===== config.mk =====
export PLATFORM = sky130hd
export DESIGN_NAME = nvcs_top
export DESIGN_NICKNAME = d
export VERILOG_FILES = /design/src/nvcs_pkg.sv /design/src/nvcs_if.sv /design/src/nvcs_top.sv /design/src/nvcs_sync.sv /design/src/nvcs_nvm.sv
export VERILOG_INCLUDE_DIRS = /design/src /design/src/src
export SDC_FILE = /design/constraint.sdc
export NUM_CORES = 1
export LEC_CHECK = 0
export BUFFER_PORTS_ARGS = -buffer_cell sky130_fd_sc_hd__buf_2
export CORE_ASPECT_RATIO = 1.1
export CORE_UTILIZATION = 55
export DETAILED_ROUTE_END_ITERATION = 12
export MAX_ROUTING_LAYER = met4
export PLACE_DENSITY = 0.76
export SLEW_MARGIN = 5
export SYNTH_ARGS = -nofsm -noshare
export SYNTH_HDL_FRONTEND = slang
export SYNTH_HIERARCHICAL = 1
export SYNTH_SLANG_ARGS = --single-unit

===== constraint.sdc =====
create_clock -name clk -period 2.72 [get_ports clk]
set_input_delay 0.544 -clock clk [delete_from_list [all_inputs] [get_ports clk]]
set_output_delay 0.544 -clock clk [all_outputs]
set_load 0.1 [all_outputs]

===== src/nvcs_defines.svh =====
`ifndef NVCS_DEFINES_SVH
`define NVCS_DEFINES_SVH
`define NVCS_CMD_ALERT_REL 8'h28
`define NVCS_CMD_SUMMARY 8'h29
`define NVCS_CMD_STORE 8'h2c
`define NVCS_CMD_RESTORE 8'h2d
`define NVCS_CMD_CLEAR 8'h2e
`define NVCS_CMD_LOCK 8'h10
`define NVCS_LOCK_BIT 0
`define NVCS_KEY_LSB 2
`define NVCS_KEY_MSB 15
`define NVCS_PH_DOWN_DONE 2'h0
`define NVCS_PH_UP_RUN 2'h1
`define NVCS_PH_UP_DONE 2'h3
`define NVCS_PH_DOWN_RUN 2'h2
`define NVCS_CHAN_NONE 3'h0
`define NVCS_ZERO16 16'h0000
`define NVCS_CLK_MHZ 50
`define NVCS_STEP_TMO_NS 400
`define NVCS_STEP_TMO_CYC ((`NVCS_STEP_TMO_NS * `NVCS_CLK_MHZ + 999) / 1000)
`define NVCS_SYNC_LOW_NS 2000
`define NVCS_SYNC_LOW_CYC ((`NVCS_SYNC_LOW_NS * `NVCS_CLK_MHZ + 999) / 1000)
`define NVCS_NV_WR_CYC 4
`endif


===== src/nvcs_pkg.sv =====
package nvcs_pkg;
   typedef enum logic [1:0] {ph_down_done, ph_up_run, ph_up_done, ph_down_run} nvcs_phase_t;
   typedef enum logic [2:0] {nv_idle, nv_store, nv_restore, nv_capture} nvcs_nvst_t;
   typedef struct packed {
      nvcs_phase_t own_ph;
      logic own_up;
      logic [5:0] chan_seen;
      logic rise_f;
      logic fall_f;
      logic over_f;
      logic under_f;
      logic sv_f;
      logic ctl_f;
      logic oth_f;
      logic dis;
      logic alert;
      logic lock;
      logic key_ok;
      logic clr_last;
      logic armed;
      logic por_pend;
      logic [15:0] rd_data;
      logic rd_valid;
      logic clr_pulse;
      logic [7:0] step_tmo;
      logic [7:0] sync_low;
      logic step_d;
      logic store_req;
      logic erase_req;
      logic restore_req;
      logic capture_req;
      logic [15:0] cap_word;
   } nvcs_top_t;
endpackage : nvcs_pkg


===== src/nvcs_if.sv =====
`timescale 1ns/10ps
`default_nettype none
interface nvcs_if #(parameter int CFG_WORDS = 4);
   logic store_req;
   logic erase_req;
   logic restore_req;
   logic capture_req;
   logic [15:0] capture_word;
   logic [CFG_WORDS*16-1:0] work_data;
   logic busy;
   logic copy_valid;
   logic load_valid;
   logic [CFG_WORDS*16-1:0] load_data;
   modport ctl (output store_req, erase_req, restore_req, capture_req, capture_word, work_data,
                input busy, copy_valid, load_valid, load_data);
   modport mem (input store_req, erase_req, restore_req, capture_req, capture_word, work_data,
                output busy, copy_valid, load_valid, load_data);
endinterface : nvcs_if
`default_nettype wire


===== src/nvcs_top.sv =====
`timescale 1ns/10ps
`default_nettype none
`include "nvcs_defines.svh"
module nvcs_top import nvcs_pkg::*; #(
   parameter int CFG_WORDS = 4,
   parameter int NV_WR_CYC = `NVCS_NV_WR_CYC,
   // Arbitrary key value
   parameter logic [13:0] SEC_KEY = 14'h1a5c
) (
   input wire logic clk,
   input wire logic rst_n,
   input wire logic nvm_erase_n,

   // Decoded command port of the serial management engine
   input wire logic cmd_valid,
   input wire logic [7:0] cmd_code,
   input wire logic cmd_rd,
   input wire logic [15:0] cmd_wdata,
   output logic cmd_ready,
   output logic rd_valid,
   output logic [15:0] rd_data,

   // Pins
   input wire logic wp_pin,
   input wire logic step_clock_line,
   input wire logic shared_sync_line,
   input wire logic alert_in_n,
   output logic alert_out_n,
   output logic alert_oe,

   // Sequencing engine events
   input wire logic seq_up_start,
   input wire logic seq_up_done,
   input wire logic seq_down_start,
   input wire logic seq_down_done,
   input wire logic [5:0] seq_fault_chan_evt,
   input wire logic rise_fault,
   input wire logic fall_fault,
   input wire logic over_trip,
   input wire logic under_trip,
   input wire logic supervise_trip,
   input wire logic seq_ctl_fault,
   input wire logic ext_fault,
   input wire logic all_discharged,
   input wire logic [15:0] hist_word,

   // Working configuration
   input wire logic [CFG_WORDS*16-1:0] cfg_work,
   output logic cfg_load_valid,
   output logic [CFG_WORDS*16-1:0] cfg_load_data,
   output logic clear_pulse,
   output logic nvm_busy
);
   nvcs_top_t s_r;
   nvcs_top_t s_nxt;
   nvcs_if #(.CFG_WORDS(CFG_WORDS)) nv_bus ();
   logic [2:0] pin_q;
   logic wp_s;
   logic step_s;
   logic sync_s;
   logic take;
   logic step_edge;
   logic sync_fault;
   logic seq_evt;
   logic sv_evt;
   logic fault_evt;
   logic summ_clr;
   logic [2:0] chan_code;
   logic [1:0] own_code;
   logic [1:0] group_code;
   logic [15:0] summary;
   logic store_ok;
   logic alert_rel;
   logic unused_in;
   logic rd_take;
   logic wr_take;
   logic key_match;
   logic first_fault;
   logic group_busy;
   logic [15:0] rd_word;

   // Line timing limits in clock cycles
   localparam logic [7:0] STEP_RELOAD = 8'(`NVCS_STEP_TMO_CYC);
   localparam logic [7:0] SYNC_LAST = 8'(`NVCS_SYNC_LOW_CYC - 1);
   localparam logic [7:0] SYNC_STOP = 8'(`NVCS_SYNC_LOW_CYC);

   // Pin synchronisers
   nvcs_sync #(.W(3)) u_sync (
      .clk(clk),
      .rst_n(rst_n),
      .d({wp_pin, step_clock_line, shared_sync_line}),
      .q(pin_q)
   );

   // Nonvolatile engine
   nvcs_nvm #(.CFG_WORDS(CFG_WORDS), .WR_CYC(NV_WR_CYC)) u_nvm (
      .clk(clk),
      .rst_n(rst_n),
      .nvm_erase_n(nvm_erase_n),
      .bus(nv_bus)
   );

   assign wp_s = pin_q[2];
   assign step_s = pin_q[1];
   assign sync_s = pin_q[0];
   assign unused_in = alert_in_n;

   // Lowest faulting channel wins
   always_comb begin
      chan_code = `NVCS_CHAN_NONE;
      for (int i = 5; i >= 0; i--) begin
         if (s_r.chan_seen[i]) begin
            chan_code = 3'(i + 1);
         end
      end
   end

   always_comb begin
      unique case (s_r.own_ph)
         ph_down_done: begin
            own_code = `NVCS_PH_DOWN_DONE;
         end
         ph_up_run: begin
            own_code = `NVCS_PH_UP_RUN;
         end
         ph_up_done: begin
            own_code = `NVCS_PH_UP_DONE;
         end
         ph_down_run: begin
            own_code = `NVCS_PH_DOWN_RUN;
         end
      endcase
   end

   // Group phase: step clock activity means some device is still stepping
   assign group_busy = (s_r.step_tmo != 8'h00);

   always_comb begin
      if (group_busy && s_r.own_up) begin
         group_code = `NVCS_PH_UP_RUN;
      end else if (group_busy) begin
         group_code = `NVCS_PH_DOWN_RUN;
      end else if (s_r.own_up) begin
         group_code = `NVCS_PH_UP_DONE;
      end else begin
         group_code = `NVCS_PH_DOWN_DONE;
      end
   end

   always_comb begin
      summary = {chan_code,
                 nv_bus.copy_valid,
                 own_code,
                 group_code,
                 s_r.rise_f, s_r.fall_f,
                 s_r.over_f, s_r.under_f, s_r.sv_f,
                 s_r.dis,
                 s_r.ctl_f, s_r.oth_f};
   end

   // Read multiplexer
   always_comb begin
      unique case (cmd_code)
         `NVCS_CMD_ALERT_REL: begin
            rd_word = `NVCS_ZERO16;
         end
         `NVCS_CMD_SUMMARY: begin
            rd_word = summary;
         end
         `NVCS_CMD_LOCK: begin
            rd_word = {15'h0000, s_r.lock};
         end
         default: begin
            rd_word = `NVCS_ZERO16;
         end
      endcase
   end

   // Line activity
   assign step_edge = step_s ^ s_r.step_d;
   assign sync_fault = (s_r.sync_low == SYNC_LAST) && !sync_s;
   assign seq_evt = (|seq_fault_chan_evt) | rise_fault | fall_fault | seq_ctl_fault;
   assign sv_evt = over_trip | under_trip | supervise_trip;
   assign fault_evt = seq_evt | sv_evt | ext_fault | sync_fault;
   assign cmd_ready = !nv_bus.busy && !s_r.por_pend && !s_r.store_req && !s_r.restore_req;

   // Command decode
   assign take = cmd_valid && cmd_ready;
   assign rd_take = take && cmd_rd;
   assign wr_take = take && !cmd_rd;
   assign key_match = (cmd_wdata[`NVCS_KEY_MSB:`NVCS_KEY_LSB] == SEC_KEY);
   assign store_ok = !wp_s && !s_r.lock && s_r.key_ok;
   assign alert_rel = rd_take && (cmd_code == `NVCS_CMD_ALERT_REL);
   assign summ_clr = seq_up_start || (wr_take && (cmd_code == `NVCS_CMD_CLEAR));
   assign first_fault = (seq_evt || sv_evt) && s_r.armed && !nv_bus.copy_valid;

   always_comb begin
      s_nxt = s_r;
      s_nxt.rd_valid = 1'b0;
      s_nxt.clr_pulse = 1'b0;
      s_nxt.store_req = 1'b0;
      s_nxt.erase_req = 1'b0;
      s_nxt.restore_req = 1'b0;
      s_nxt.capture_req = 1'b0;
      s_nxt.step_d = step_s;
      s_nxt.dis = all_discharged;

      // Power-up reload without any host command
      if (s_r.por_pend) begin
         s_nxt.restore_req = 1'b1;
         s_nxt.por_pend = 1'b0;
      end

      if (step_edge) begin
         s_nxt.step_tmo = STEP_RELOAD;
      end else if (s_r.step_tmo != 8'h00) begin
         s_nxt.step_tmo = s_r.step_tmo - 8'h01;
      end

      if (sync_s) begin
         s_nxt.sync_low = 8'h00;
      end else if (s_r.sync_low != SYNC_STOP) begin
         s_nxt.sync_low = s_r.sync_low + 8'h01;
      end

      // Summary flags: clear first, so a same-cycle event still sets
      if (summ_clr) begin
         s_nxt.chan_seen = 6'h00;
         s_nxt.rise_f = 1'b0;
         s_nxt.fall_f = 1'b0;
         s_nxt.over_f = 1'b0;
         s_nxt.under_f = 1'b0;
         s_nxt.sv_f = 1'b0;
         s_nxt.ctl_f = 1'b0;
         s_nxt.oth_f = 1'b0;
      end

      s_nxt.chan_seen = s_nxt.chan_seen | seq_fault_chan_evt;
      s_nxt.rise_f = s_nxt.rise_f | rise_fault;
      s_nxt.fall_f = s_nxt.fall_f | fall_fault;
      s_nxt.over_f = s_nxt.over_f | over_trip;
      s_nxt.under_f = s_nxt.under_f | under_trip;
      s_nxt.sv_f = s_nxt.sv_f | sv_evt;
      s_nxt.ctl_f = s_nxt.ctl_f | seq_ctl_fault;
      s_nxt.oth_f = s_nxt.oth_f | ext_fault | sync_fault;

      // Own sequencing phase
      if (summ_clr && !seq_up_start) begin
         s_nxt.own_ph = ph_down_done;
         s_nxt.own_up = 1'b0;
      end

      if (seq_up_start) begin
         s_nxt.own_ph = ph_up_run;
         s_nxt.own_up = 1'b1;
      end else if (seq_up_done) begin
         s_nxt.own_ph = ph_up_done;
      end else if (seq_down_start) begin
         s_nxt.own_ph = ph_down_run;
         s_nxt.own_up = 1'b0;
      end else if (seq_down_done) begin
         s_nxt.own_ph = ph_down_done;
      end

      // Alert pull-down: release on read, a new fault wins
      if (fault_evt) begin
         s_nxt.alert = 1'b1;
      end else if (alert_rel) begin
         s_nxt.alert = 1'b0;
      end

      // First-fault copy
      if (first_fault) begin
         s_nxt.capture_req = 1'b1;
         s_nxt.cap_word = hist_word;
         s_nxt.armed = 1'b0;
      end

      if (take) begin
         if (cmd_rd) begin
            s_nxt.rd_valid = 1'b1;
            s_nxt.rd_data = rd_word;
         end else begin
            s_nxt.clr_last = 1'b0;
            unique case (cmd_code)
               `NVCS_CMD_STORE: begin
                  if (store_ok) begin
                     s_nxt.store_req = 1'b1;
                     s_nxt.erase_req = s_r.clr_last;
                  end
               end
               `NVCS_CMD_RESTORE: begin
                  s_nxt.restore_req = 1'b1;
               end
               `NVCS_CMD_CLEAR: begin
                  s_nxt.clr_pulse = 1'b1;
                  s_nxt.clr_last = 1'b1;
                  s_nxt.armed = 1'b1;
               end
               `NVCS_CMD_LOCK: begin
                  if (key_match) begin
                     s_nxt.key_ok = 1'b1;
                     s_nxt.lock = cmd_wdata[`NVCS_LOCK_BIT];
                  end else begin
                     s_nxt.key_ok = 1'b0;
                  end
               end
               default: begin
                  s_nxt.clr_last = 1'b0;
               end
            endcase
         end
      end
   end

   // State register
   always_ff @(posedge clk or negedge rst_n) begin
      if (!rst_n) begin
         s_r <= '0;
         s_r.armed <= 1'b1;
         s_r.por_pend <= 1'b1;
      end else begin
         s_r <= s_nxt;
      end
   end

   assign nv_bus.store_req = s_r.store_req;
   assign nv_bus.erase_req = s_r.erase_req;
   assign nv_bus.restore_req = s_r.restore_req;
   assign nv_bus.capture_req = s_r.capture_req;
   assign nv_bus.capture_word = s_r.cap_word;
   assign nv_bus.work_data = cfg_work;

   // Outputs
   assign rd_valid = s_r.rd_valid;
   assign rd_data = s_r.rd_data;
   assign alert_out_n = 1'b0;
   assign alert_oe = s_r.alert;
   assign cfg_load_valid = nv_bus.load_valid;
   assign cfg_load_data = nv_bus.load_data;
   assign clear_pulse = s_r.clr_pulse;
   assign nvm_busy = nv_bus.busy;
endmodule : nvcs_top
`default_nettype wire


===== src/nvcs_sync.sv =====
`timescale 1ns/10ps
`default_nettype none
module nvcs_sync #(parameter int W = 3) (
   input wire logic clk,
   input wire logic rst_n,
   input wire logic [W-1:0] d,
   output logic [W-1:0] q
);
   typedef struct packed {
      logic [W-1:0] s1;
      logic [W-1:0] s2;
   } nvcs_sync_t;
   nvcs_sync_t s_r;
   nvcs_sync_t s_nxt;

   always_comb begin
      s_nxt.s1 = d;
      s_nxt.s2 = s_r.s1;
   end

   always_ff @(posedge clk or negedge rst_n) begin
      if (!rst_n) begin
         s_r <= '0;
      end else begin
         s_r <= s_nxt;
      end
   end

   assign q = s_r.s2;
endmodule : nvcs_sync
`default_nettype wire


===== src/nvcs_nvm.sv =====
`timescale 1ns/10ps
`default_nettype none
`include "nvcs_defines.svh"
module nvcs_nvm import nvcs_pkg::*; #(
   parameter int CFG_WORDS = 4,
   parameter int WR_CYC = `NVCS_NV_WR_CYC
) (
   input wire logic clk,
   input wire logic rst_n,
   input wire logic nvm_erase_n,
   nvcs_if.mem bus
);
   localparam int IW = (CFG_WORDS > 1) ? $clog2(CFG_WORDS) : 1;
   typedef struct packed {
      nvcs_nvst_t st;
      logic [7:0] cnt;
      logic [7:0] idx;
      logic erase;
      logic cap_pend;
      logic [15:0] cap_word;
      logic load_valid;
      logic [CFG_WORDS*16-1:0] load_data;
   } nvcs_nvm_t;
   nvcs_nvm_t s_r;
   nvcs_nvm_t s_nxt;
   logic [CFG_WORDS-1:0][15:0] nv_mem_r;
   logic [15:0] nv_copy_r;
   logic nv_copy_valid_r;
   logic wr_cfg;
   logic wr_copy;
   logic clr_copy;
   logic done;

   assign done = (s_r.cnt == 8'(WR_CYC - 1));

   always_comb begin
      s_nxt = s_r;
      wr_cfg = 1'b0;
      wr_copy = 1'b0;
      clr_copy = 1'b0;
      s_nxt.load_valid = 1'b0;
      if (bus.capture_req) begin
         s_nxt.cap_pend = 1'b1;
         s_nxt.cap_word = bus.capture_word;
      end
      unique case (s_r.st)
         nv_idle: begin
            s_nxt.cnt = 8'h00;
            s_nxt.idx = 8'h00;
            if (bus.restore_req) begin
               s_nxt.st = nv_restore;
            end else if (bus.store_req) begin
               s_nxt.st = nv_store;
               s_nxt.erase = bus.erase_req;
            end else if (s_r.cap_pend) begin
               s_nxt.st = nv_capture;
            end
         end
         nv_store: begin
            s_nxt.cnt = s_r.cnt + 8'h01;
            if (done) begin
               wr_cfg = 1'b1;
               s_nxt.cnt = 8'h00;
               s_nxt.idx = s_r.idx + 8'h01;
               if (s_r.idx == 8'(CFG_WORDS - 1)) begin
                  clr_copy = s_r.erase;
                  s_nxt.erase = 1'b0;
                  s_nxt.st = nv_idle;
               end
            end
         end
         nv_restore: begin
            s_nxt.load_data = nv_mem_r;
            s_nxt.load_valid = 1'b1;
            s_nxt.st = nv_idle;
         end
         nv_capture: begin
            s_nxt.cnt = s_r.cnt + 8'h01;
            if (done) begin
               wr_copy = 1'b1;
               s_nxt.cap_pend = bus.capture_req;
               s_nxt.st = nv_idle;
            end
         end
         default: s_nxt.st = nv_idle;
      endcase
   end

   always_ff @(posedge clk or negedge rst_n) begin
      if (!rst_n) begin
         s_r <= '0;
      end else begin
         s_r <= s_nxt;
      end
   end

   always_ff @(posedge clk or negedge nvm_erase_n) begin
      if (!nvm_erase_n) begin
         nv_mem_r <= '0;
         nv_copy_r <= `NVCS_ZERO16;
         nv_copy_valid_r <= 1'b0;
      end else begin
         if (wr_cfg) begin
            nv_mem_r[s_r.idx[IW-1:0]] <= bus.work_data[s_r.idx*16 +: 16];
         end
         if (wr_copy) begin
            nv_copy_r <= s_r.cap_word;
            nv_copy_valid_r <= 1'b1;
         end else if (clr_copy) begin
            nv_copy_r <= `NVCS_ZERO16;
            nv_copy_valid_r <= 1'b0;
         end
      end
   end

   assign bus.busy = (s_r.st != nv_idle) || bus.store_req || bus.restore_req;
   assign bus.copy_valid = nv_copy_valid_r;
   assign bus.load_valid = s_r.load_valid;
   assign bus.load_data = s_r.load_data;
endmodule : nvcs_nvm
`default_nettype wire


==> Word level (Yosys, flattened, before mapping) <==
Index checks and enable logic that the tools add are counted.
{ "word_totals": {"reg_bits": 251, "elab_cells": 209} }
{ "classes": {"add_sub_neg": 4, "magnitude_cmp": 2, "n_eq_ne": 23, "shift": 1, "mux": 68, "bitwise_logic": 19, "n_reduce_logical": 49} }
{ "ops": {"columns": ["cell", "n"], "rows": [
  ["65-bit 2-to-1 mux", 1],
  ["64-bit bitwise mux", 1],
  ["64-bit by 13-bit indexed part select with 16-bit output", 1],
  ["3-bit 2-to-1 mux", 15],
  ["8-bit by 6-bit == test with 1-bit output, second input constant", 5],
  ["17-bit 2-to-1 mux", 2],
  ["16-bit demux with 2-bit select", 1],
  ["8-bit 2-to-1 mux", 4],
  ["16-bit case mux with 2 select lines", 1],
  ["1-bit 2-to-1 mux", 27],
  ["8-bit by 1-bit adder with 8-bit output, second input constant", 3],
  ["8-bit case mux with 3 select lines", 1],
  ["20-bit 2-to-1 mux", 1],
  ["2-bit 2-to-1 mux", 9],
  ["9-bit case mux with 2 select lines", 1],
  ["8-bit by 2-bit == test with 1-bit output, second input constant", 2],
  ["1-bit logical AND", 16],
  ["16-bit 2-to-1 mux", 1],
  ["1-bit bitwise OR", 16],
  ["14-bit by 13-bit == test with 1-bit output, second input constant", 1],
  ["13-bit 2-to-1 mux", 1],
  ["1-bit logical NOT", 10],
  ["2-bit nonzero test", 5],
  ["3-bit case mux with 3 select lines", 1],
  ["other kinds (28)", 40]
]} }

==> Depth between registers and ports, before layout <==
Gate-level depths: netlist of the first run.
{ "logic_depth": {"depth_word": 17, "mapped_depth": 11} }

==> Hierarchy <==
The synthesis of the first run kept the hierarchy.
{ "by_module_without_submodules": {"columns": ["module", "instances", "cells_per_inst", "area_per_inst_um2"], "rows": [
  ["nvcs_nvm", 1, 639, 7105.6],
  ["nvcs_top", 1, 291, 3495.9],
  ["nvcs_sync", 1, 6, 150.1]
]} }

==> Least setup slack after synthesis of the first run <==
No wires, ideal clock.
{ "synth_timing": {"path_type": "register -> register", "startpoint": "register u_nvm/s_r[100] (netlist name)", "endpoint": "register s_r[59] (netlist name)", "arrival_time_ns": 3.186, "slack_ns": -0.593, "path_stages_with_launch": 8, "period_less_slack_ns": 3.313, "path_cell_list": "dfrtp_1 > clkbuf_8 > nor2_1 > nand3_1 > or4_4 > or2_4 > nor4_4 > mux2_1"} }
{ "synth_between": {"elab_chain_len": 9} }
{ "synth_lines": {"columns": ["element", "line", "source"], "rows": [
  ["from (decl)", "nvcs_nvm.sv:24", "nvcs_nvm_t s_r;"],
  ["from (signal assigned)", "nvcs_nvm.sv:93", "s_r <= s_nxt;"],
  ["3-bit nonzero test", "nvcs_nvm.sv:116", "assign bus.busy = (s_r.st != nv_idle) || bus.store_req || bus.restore_req;"],
  ["1-bit logical OR (2 in series)", "nvcs_nvm.sv:116", null],
  ["named net nvm_busy", "nvcs_top.sv:52", "output logic nvm_busy"],
  ["1-bit logical NOT", "nvcs_top.sv:185", "assign cmd_ready = !nv_bus.busy && !s_r.por_pend && !s_r.store_req && !s_r.restore_req;"],
  ["1-bit logical AND (3 in series)", "nvcs_top.sv:185", null],
  ["1-bit logical AND", "nvcs_top.sv:188", "assign take = cmd_valid && cmd_ready;"],
  ["4-bit AND reduction (no line)", null, null],
  ["to (signal assigned)", "nvcs_top.sv:323", "s_r <= s_nxt;"],
  ["to (decl)", "nvcs_top.sv:54", "nvcs_top_t s_r;"]
]} }
The timed path passes the listed nets, and every way through them passes these cells.
A chain may end at the register's enable or synchronous reset.

==> Worst setup path in the final report of the first run <==
{ "layout_timing": {"startpoint": "register u_nvm/s_r[99] (netlist name)", "endpoint": "output cmd_ready"} }
{ "layout_between": {"elab_chain_len": 7} }
{ "layout_lines": {"columns": ["element", "line", "source"], "rows": [
  ["3-bit nonzero test", "nvcs_nvm.sv:116", null],
  ["1-bit logical OR (2 in series)", "nvcs_nvm.sv:116", null],
  ["1-bit logical NOT", "nvcs_top.sv:185", null],
  ["1-bit logical AND (3 in series)", "nvcs_top.sv:185", null],
  ["to (decl)", "nvcs_top.sv:19", "output logic cmd_ready,"]
]} }
Every way passes these cells.

==> results of run 1 <==
==> power by group through the flow <==
| stage | Combinational, mW | Sequential [mW] | Clock, mW |
|---|---|---|---|
| 2_1_floorplan | 6.36 | 4.86 | 0 |
| 3_3_place_gp | 6.70 | 5.03 | 0 |
| 3_5_place_dp | 6.79 | 5.09 | 0 |
| 4_1_cts | 6.84 | 5.05 | 3.05 |
| 5_1_grt | 7.14 | 5.19 | 3.17 |
| 6_report | 6.80 | 5.06 | 2.99 |
==> final timing paths <==
| kind | from | to | slack (ns) | cells past startpoint |
|---|---|---|---|---|
| min reg2reg | u_sync/s_nxt[0] | u_sync/q[0] | 0.35 | 0 |
| max | u_nvm/s_r[99] | cmd_ready | 0.08 | 5 |
| min in group clk | step_clock_line | u_sync/s_nxt[1] | 0.16 | 1 |
| min | nvm_erase_n | u_nvm/nv_mem_r[27] | 0.05 | 1 |
| max reg2reg | s_r[29] | rd_data[8] | 0.30 | 7 |
| max in group asynchronous | nvm_erase_n | u_nvm/nv_mem_r[2] | 1.90 | 2 |
==> layer usage <==
| layer | part of all wire | vias up | GRT usage |
|---|---|---|---|
| li1 | - | 3248 | - |
| met1 | 0.42 | 3427 | 0.304 |
| met2 | 0.51 | 217 | 0.397 |
| met3 | 0.052 | 36 | 0.0284 |
| met4 | 0.022 | 0 | 0.0704 |
| met5 | 0 | - | - |
==> final cells by class <==
cell class,count,area share
Sequential cell,218,0.472
Multi-Input combinational cell,549,0.331
Timing Repair Buffer,214,0.101
Clock buffer,30,0.0555
Tap cell,238,0.0257
Inverter,23,0.00789
Clock inverter,11,0.00768
==> critical path: cells and delay by family (launching register included) <==
family / cells / cell delay (ns)
simple gates: 2 / 0.67
buf+inv: 3 / 0.42
flops: 1 / 0.50
==> per-stage QoR <==
stage	total power [mW]	std cells	util	hold WS, ns	cell area (sq um)
CTS	14.9	1283	0.645	0.0515	11600
floorplan	11.2	905	-	0.248	10200
global route	15.5	1283	0.645	0.0735	11600
global placement	11.7	1242	0.604	0.333	10800
finish	14.8	1283	0.645	0.0475	11600
detailed placement	11.9	1242	0.604	0.341	10800
==> sequential cells by signal, summed over array words and instances, names as in the netlist, 3 cells and up <==
signal and flops:
u_nvm/bus.load_data 64, u_nvm/s_r 20, s_r 39, u_sync/q 3
u_sync/s_nxt 3, rd_data 16, u_nvm/nv_mem_r 64
==> flow_metrics.tcl, run 1 <==
set metrics [dict create \
    diodes 0 \
    powerDensity_nw_per_um2 1280 \
    area_delta_synth_final_pct 13.8 \
    drt_iter0_drc 441 \
    wl_per_cell_um 16.9 \
    ir_drop_uv 868 \
    max_freq_ghz 0.379 \
    post_cts_resized 0 \
    num_rows 51 \
    cts_tree "yes" \
    firstDrtPassIters 5 \
    syn_area_sq_um 10200 \
    core_sq_um 17900 \
    p_comb_frac 0.458 \
    yosys_warnings 6 \
    ioPinCount 218 \
    layout-drive-gt1-share 0.354 \
    drc 0 \
    vias_per_cell 5.40 \
    grt_max_degree 69 \
    slowest_stage "or4_4" \
    clock_tree.root_cell "clkbuf_16" \
    holdBufCountCts 0 \
    finalCriticalPeriod_ns 2.64 \
    slew_viol_final 0 \
    dp_hpwl_mm 14.9 \
    grt_pass1_vias 6759 \
    drtAntennaViolNets 0 \
    setup_viol 0 \
    final_common_cell "dfrtp_1" \
    portBuffers 198 \
    die-width_um 132 \
    slowest_delay_ns 0.58 \
    dp_slack_ns 0.272 \
    num-fill-cells 1355 \
    hold_class "input pin to async pin" \
    rsz0062_at_grt "false" \
    htreeDepth 1 \
    vias 6928 \
    ctsLongestPathBuffers 3 \
    critical_path_peak_fanout 13 \
    clk_pin_slew_ns 0.06 \
    finalClockSkew_ns 0.0120 \
    cts_setup_buffers 0 \
    fp.dieH_um 145 \
    cts_buffers 23 \
    layout_common_cells "dfrtp_1 (216), nand2_1 (212), buf_2 (196), mux2_2 (54), nor2_1 (28)" \
    synth_area_per_cell_sq_um 11.3 \
    status "finished, final reports clean" \
    hold_viol 0 \
    cts.sinks 218 \
    initial_core_util 0.567 \
    fin_nets 1173 \
    switching_share 0.479 \
    p_leak_nw 5.90 \
    grt.total_usage 0.237 \
    tns_ns 0 \
    arrival_ns 2.09 \
    switchingPower_mw 7.11 \
    tightest_slew_ns 0.754 \
    cp-start-kind "flop" \
    finalCritPeriodShare 0.970 \
    slew_headroom 0.496 \
    multi_input_area_sq_um 3820 \
    critical_path_class "flop to primary output" \
    register_area_sq_um 5460 \
    antenna_found_initial 0 \
    synthCells 904 \
    pwr-share-seq 0.341 \
    worst_slack_ns 0.0821 \
    postRouteWirelength_mm 21.7 \
    internal-power_mw 7.73 \
    insertion_delay_ns 0.50 \
    endpoint_kind "primary output" \
    dieArea_sq_um 19000 \
    drv_cap 0 \
    place.gp.congestion 0.831 \
    clkPwrFrac 0.201 \
    cp_cell_sequence "inv_2 > nand3_4 > or4_4 > clkinv_4 > buf_12" \
    grt_pass1_wl_mm 34.6 \
    grt.overflow.total 0 \
    crit_required_ns 2.18 \
]
Note: power is estimated with default switching activity, not from simulation.
==> run 2: changes to the inputs <==
==> constraint.sdc (replaced) <==
create_clock -name clk -period 2.72 [get_ports clk]
set_input_delay 0.136 -clock clk [delete_from_list [all_inputs] [get_ports clk]]
set_output_delay 0.136 -clock clk [all_outputs]
set_load 0.1 [all_outputs]
==> run 2 against run 1 <==
Worst hold slack got worse by 0.0046 ns. Sequential share of layout area decreased by 0.62 points. Clock power fell by 6%. First-iteration DRC count down 24%. Global-route usage rose by 0.40 points. Final area is 1.3% higher. Register-to-register slack worse by 0.19 ns. Critical path type is now flop to flop.
==> flow_metrics.tcl, run 2 (synthesis gave the netlist of run 1 again) <==
set metrics [dict create \
    status "finished, final reports clean" \
    slew_headroom 0.436 \
    dieArea_sq_um 19000 \
    core_sq_um 17900 \
    portBuffers 198 \
    postRouteWirelength_mm 22.0 \
    endpoint_kind "flop" \
    top_usage_layer "met2" \
    drtAntennaViolNets 0 \
    arrival_ns 2.99 \
    slew_viol_final 0 \
    area_delta_synth_final_pct 15.3 \
    fin_nets 1197 \
    drv_cap 0 \
    crit_required_ns 3.10 \
    critical_path_class "flop to flop" \
    whs_ns 0.0428 \
    cts_tree "yes" \
    p_leak_nw 5.96 \
    tightest_slew_ns 0.846 \
    antenna_found_initial 0 \
    cts.sinks 218 \
    tns_ns 0 \
    ioPinCount 218 \
    grtUsageMet3 0.0326 \
    layout_common_cells "dfrtp_1 (216), nand2_1 (212), buf_2 (197), mux2_2 (54), nor2_1 (29)" \
    firstDrtPassIters 5 \
    insertion_delay_ns 0.50 \
    hold_class "input pin to flop" \
    initial_core_util 0.567 \
    cts_setup_buffers 0 \
    ir_drop_uv 1090 \
    finalCriticalPeriod_ns 2.61 \
    dp_hpwl_mm 14.8 \
    fp.dieH_um 145 \
    max_freq_ghz 0.382 \
    finalCritPeriodShare 0.961 \
    slowest_stage "or4_4" \
    cp_cell_sequence "inv_1 > nand3_4 > or4_4 > nor4_4 > buf_4 > o41ai_1 > dlygate4sd3_1" \
    grt_use_met2 0.406 \
    clock_tree.root_cell "clkbuf_16" \
    cts_buffers 23 \
    powerDensity_nw_per_um2 1250 \
    grt_max_degree 70 \
    htreeDepth 1 \
    grt_pass1_wl_mm 35.0 \
    die-width_um 132 \
    setup_viol 0 \
    cp-start-kind "flop" \
    diodes 0 \
    critical_path_peak_fanout 13 \
    drt_iter0_drc 337 \
    wl_per_cell_um 16.8 \
    num_rows 51 \
    place.gp.congestion 0.850 \
    grt.overflow.total 0 \
    finalClockSkew_ns 0.0131 \
    clk_pin_slew_ns 0.06 \
    post_cts_resized 0 \
    final_common_cell "dfrtp_1" \
    vias 7004 \
    drc 0 \
    grt.total_usage 0.240 \
    layout-drive-gt1-share 0.334 \
    ctsLongestPathBuffers 3 \
    hold_viol 0 \
    holdBufCountCts 26 \
    use_met1 0.308 \
    vias_per_cell 5.36 \
    slowest_delay_ns 0.58 \
    rsz0062_at_grt "false" \
    grt_pass1_vias 6888 \
]
## run 2: per-layer routing
layer	vias to the layer above	wire, um
met1	3480	9290
met5	-	0
met4	0	403
met3	31	981
li1	3292	-
met2	201	11300
## run 2: critical path: cells and delay by family (launching register included)
kind | cells | cell delay, ns
simple gates | 3 | 1.00
buf+inv | 3 | 0.93
flops | 1 | 0.50
compound gates | 1 | 0.06
## run 2: layout make-up
cell class / instances / area [sq um]
timing repair buffer: 238 / 1390
clock buffer: 36 / 644
multi-input combinational: 549 / 3820
fill: 1356 / 6200
clock inverter: 4 / 26.3
inverter: 23 / 91.3
tap: 238 / 298
sequential: 218 / 5460
## run 2: report_power, final
| part | leakage (nW) | internal [mW] | total, mW | switching, mW |
|---|---|---|---|---|
| Combinational | 2.94 | 1.63 | 6.79 | 5.16 |
| Sequential | 2.69 | 4.35 | 5.03 | 0.679 |
| Clock | 0.323 | 1.62 | 2.82 | 1.20 |
| Total | 5.96 | 7.60 | 14.6 | 7.04 |
## run 2: final timing paths
check / startpoint / end / slack (ns) / cells past startpoint
min in group asynchronous: rst_n / u_nvm/bus.load_data[25] / 0.18 / 2
hold reg to reg: u_sync/s_nxt[0] / u_sync/q[0] / 0.35 / 0
setup reg to reg: u_nvm/s_r[99] / s_r[77] / 0.11 / 7
setup / recovery: u_nvm/s_r[99] / s_r[77] / 0.11 / 7
max in group asynchronous: nvm_erase_n / u_nvm/nv_mem_r[2] / 1.61 / 3
hold / removal: cmd_code[1] / s_r[56] / 0.04 / 4
## run 2: per-stage QoR
stage | utilization | total power [mW] | std cells | cell area (sq um) | setup WS [ns]
finish | 0.654 | 14.6 | 1306 | 11700 | 0.106
global route | 0.654 | 15.3 | 1306 | 11700 | 0.00502
CTS | 0.654 | 14.7 | 1306 | 11700 | 0.119
detailed placement | 0.602 | 11.8 | 1240 | 10800 | 0.281
global placement | 0.602 | 11.7 | 1240 | 10800 | 0.346
floorplan | - | 11.2 | 905 | 10200 | 0.00679
==> run 3: changes to the inputs <==
ABC_AREA = 1   (was unset)
CORE_UTILIZATION = 56   (was 55)
PLACE_DENSITY = 0.77   (was 0.76)
==> run 3 against run 2 <==
Register-to-register slack improved by 0.11 ns. Clock power up 12%. Worst hold slack got worse by 0.039 ns. Synthesized cell count grew 36%. Non-clock buffer count increased by 1. Synthesized area rose by 5.2%. Die area is 3.3% higher. Final cell count up 25%. Utilization rose by 0.69 points. Via count rose by 18%. Clock-buffer cell count decreased by 6. Global-route usage rose by 1.6 points. Critical endpoint is now s_r[76].
==> flow_metrics.tcl, run 3 <==
set metrics [dict create \
    synthCells 1229 \
    dp_hpwl_mm 15.9 \
    max_freq_ghz 0.399 \
    ctsLongestPathBuffers 3 \
    dp_cells 1553 \
    rr_endpoint "s_r[76]" \
    totalPowerFinal_mw 14.6 \
    layout-drive-gt1-share 0.259 \
    timing.rr.start "u_nvm/s_r[99]" \
    whs_ns 0.00378 \
    crit_path_frequent_cell "nand3_1" \
    cts.sinks 218 \
    top_layer_used "met4" \
    placed_area_sq_um 11200 \
    cp_cell_sequence "inv_2 > nand3_1 > or2_2 > nor2_4 > nand3_4 > nor2_4 > nand3_1 > nand3_1 > nand2_1 > dlygate4sd3_1" \
    met2WireLength_mm 11.7 \
    dieArea_sq_um 19700 \
    grt.total_usage 0.257 \
    insertion_delay_ns 0.51 \
    grt_max_degree 71 \
    hold_viol 0 \
    drt_iter0_drc 652 \
    finalCriticalPeriod_ns 2.50 \
    cp-start-kind "flop" \
    slowest_delay_ns 0.55 \
    htreeDepth 1 \
    portBuffers 198 \
    fin_nets 1512 \
    reg2reg_setup_slack_ns 0.22 \
    postRouteWirelength_mm 24.0 \
    rsz0062_at_grt "false" \
    dp_slack_ns 0.650 \
    grt_pass1_wl_mm 39.2 \
    cts_tree "yes" \
    ff2ff_path_depth 10 \
    clk_pin_slew_ns 0.06 \
    wl_per_cell_um 14.7 \
    ir_drop_uv 1140 \
    antenna_found_initial 0 \
    layout_common_cells "nand2_1 (419), dfrtp_1 (215), buf_2 (197), nor2_1 (83), inv_1 (74)" \
    die-width_um 134 \
    final_common_cell "nand2_1" \
    final_core_util 0.661 \
    yosys_warnings 6 \
    vias 8296 \
    powerDensity_nw_per_um2 1190 \
    ioPinCount 218 \
    setup_viol 0 \
    num_rows 52 \
    drv_cap 0 \
    holdPathStages 3 \
    instances_no_fill 1627 \
    whs_endpoint "s_r[57]" \
    firstDrtPassIters 5 \
    synth_area_per_cell_sq_um 8.70 \
    hold_class "input pin to flop" \
    p_leak_nw 6.45 \
    slowest_stage "dlygate4sd3_1" \
    place.gp.congestion 0.850 \
    m1WireLength_mm 10.4 \
    crit_required_ns 3.10 \
    status "finished, final reports clean" \
    drtAntennaViolNets 0 \
    tns_ns 0 \
    min_from "cmd_rd" \
    grt_pass1_vias 8045 \
    fin_area_sq_um 12300 \
    initial_core_util 0.577 \
    tightest_slew_ns 0.737 \
    vias_per_cell 5.10 \
    critical_path_peak_fanout 7 \
    drc 0 \
    endpoint_kind "flop" \
    finalClockSkew_ns 0.0166 \
    core_sq_um 18500 \
    arrival_ns 2.88 \
    critical_path_class "flop to flop" \
    dr_wl_met3_mm 1.13 \
    clock_tree.root_cell "clkbuf_16" \
    diodes 0 \
    cts_buffers 23 \
    grt.overflow.total 0 \
    worst_slack_ns 0.216 \
    area_delta_synth_final_pct 14.6 \
    syn_area_sq_um 10700 \
    finalCritPeriodShare 0.921 \
    fp.dieH_um 147 \
    slew_viol_final 0 \
    slew_headroom 0.508 \
]
-- run 3: cell count changes in the layout (fill, tap and decap cells not counted), sizes merged, moves of 10 or more --
cell    change
o21ai      +89
o211ai     +19
inv        +74
and3       -10
mux4       -16
nand3      +53
and2b      -11
nor2       +70
a21oi      -10
mux2       -65
a22o       -16
a21o       -15
nand2     +220
-- run 3: worst max path at each step --
stage | to | slack [ns] | startpoint
detailed placement | rd_data[0] | 0.65 | u_nvm/s_r[99]
global route | s_r[76] | 0.03 | u_nvm/s_r[99]
global placement | rd_data[0] | 0.71 | u_nvm/s_r[99]
CTS | s_r[76] | 0.22 | u_nvm/s_r[99]
floorplan | cmd_ready | 0.53 | u_nvm/s_r[99]
finish | s_r[76] | 0.22 | u_nvm/s_r[99]
-- run 3: what timing repair did --
item / in CTS / in global routing
setup endpoints to repair: 0 / 1
hold buffers: 33 / 0
buffers inserted: 0 / 0
gates resized for setup: 0 / 1
endpoints found under the hold margin: 111 / 0
-- run 3: power breakdown --
| group | switching, mW | leakage, nW | internal [mW] | total (mW) |
|---|---|---|---|---|
| Combinational | 5.64 | 3.58 | 1.17 | 6.80 |
| Clock | 1.27 | 0.375 | 1.89 | 3.16 |
| Sequential | 0.534 | 2.50 | 4.11 | 4.65 |
| Total | 7.45 | 6.45 | 7.16 | 14.6 |
-- run 3: layout make-up --
| cell class | instances | area, sq um |
|---|---|---|
| Clock buffer | 30 | 652 |
| Clock inverter | 11 | 120 |
| Fill cell | 1527 | 6290 |
| Inverter | 94 | 360 |
| Multi-Input combinational cell | 792 | 3950 |
| Sequential cell | 218 | 5460 |
| Tap cell | 243 | 304 |
| Timing Repair Buffer | 239 | 1410 |
-- run 3: critical path: cells and delay by family (launching register included) --
kind	cells	cell delay, ns
DFF	1	0.47
buffers and inverters	2	0.66
and+or+nand+nor	8	1.23
-- run 3: metal layers --
metal	vias to the layer above	track usage
met5	-	-
li1	4071	-
met2	246	0.412
met3	56	0.0252
met4	0	0.0915
met1	3923	0.341
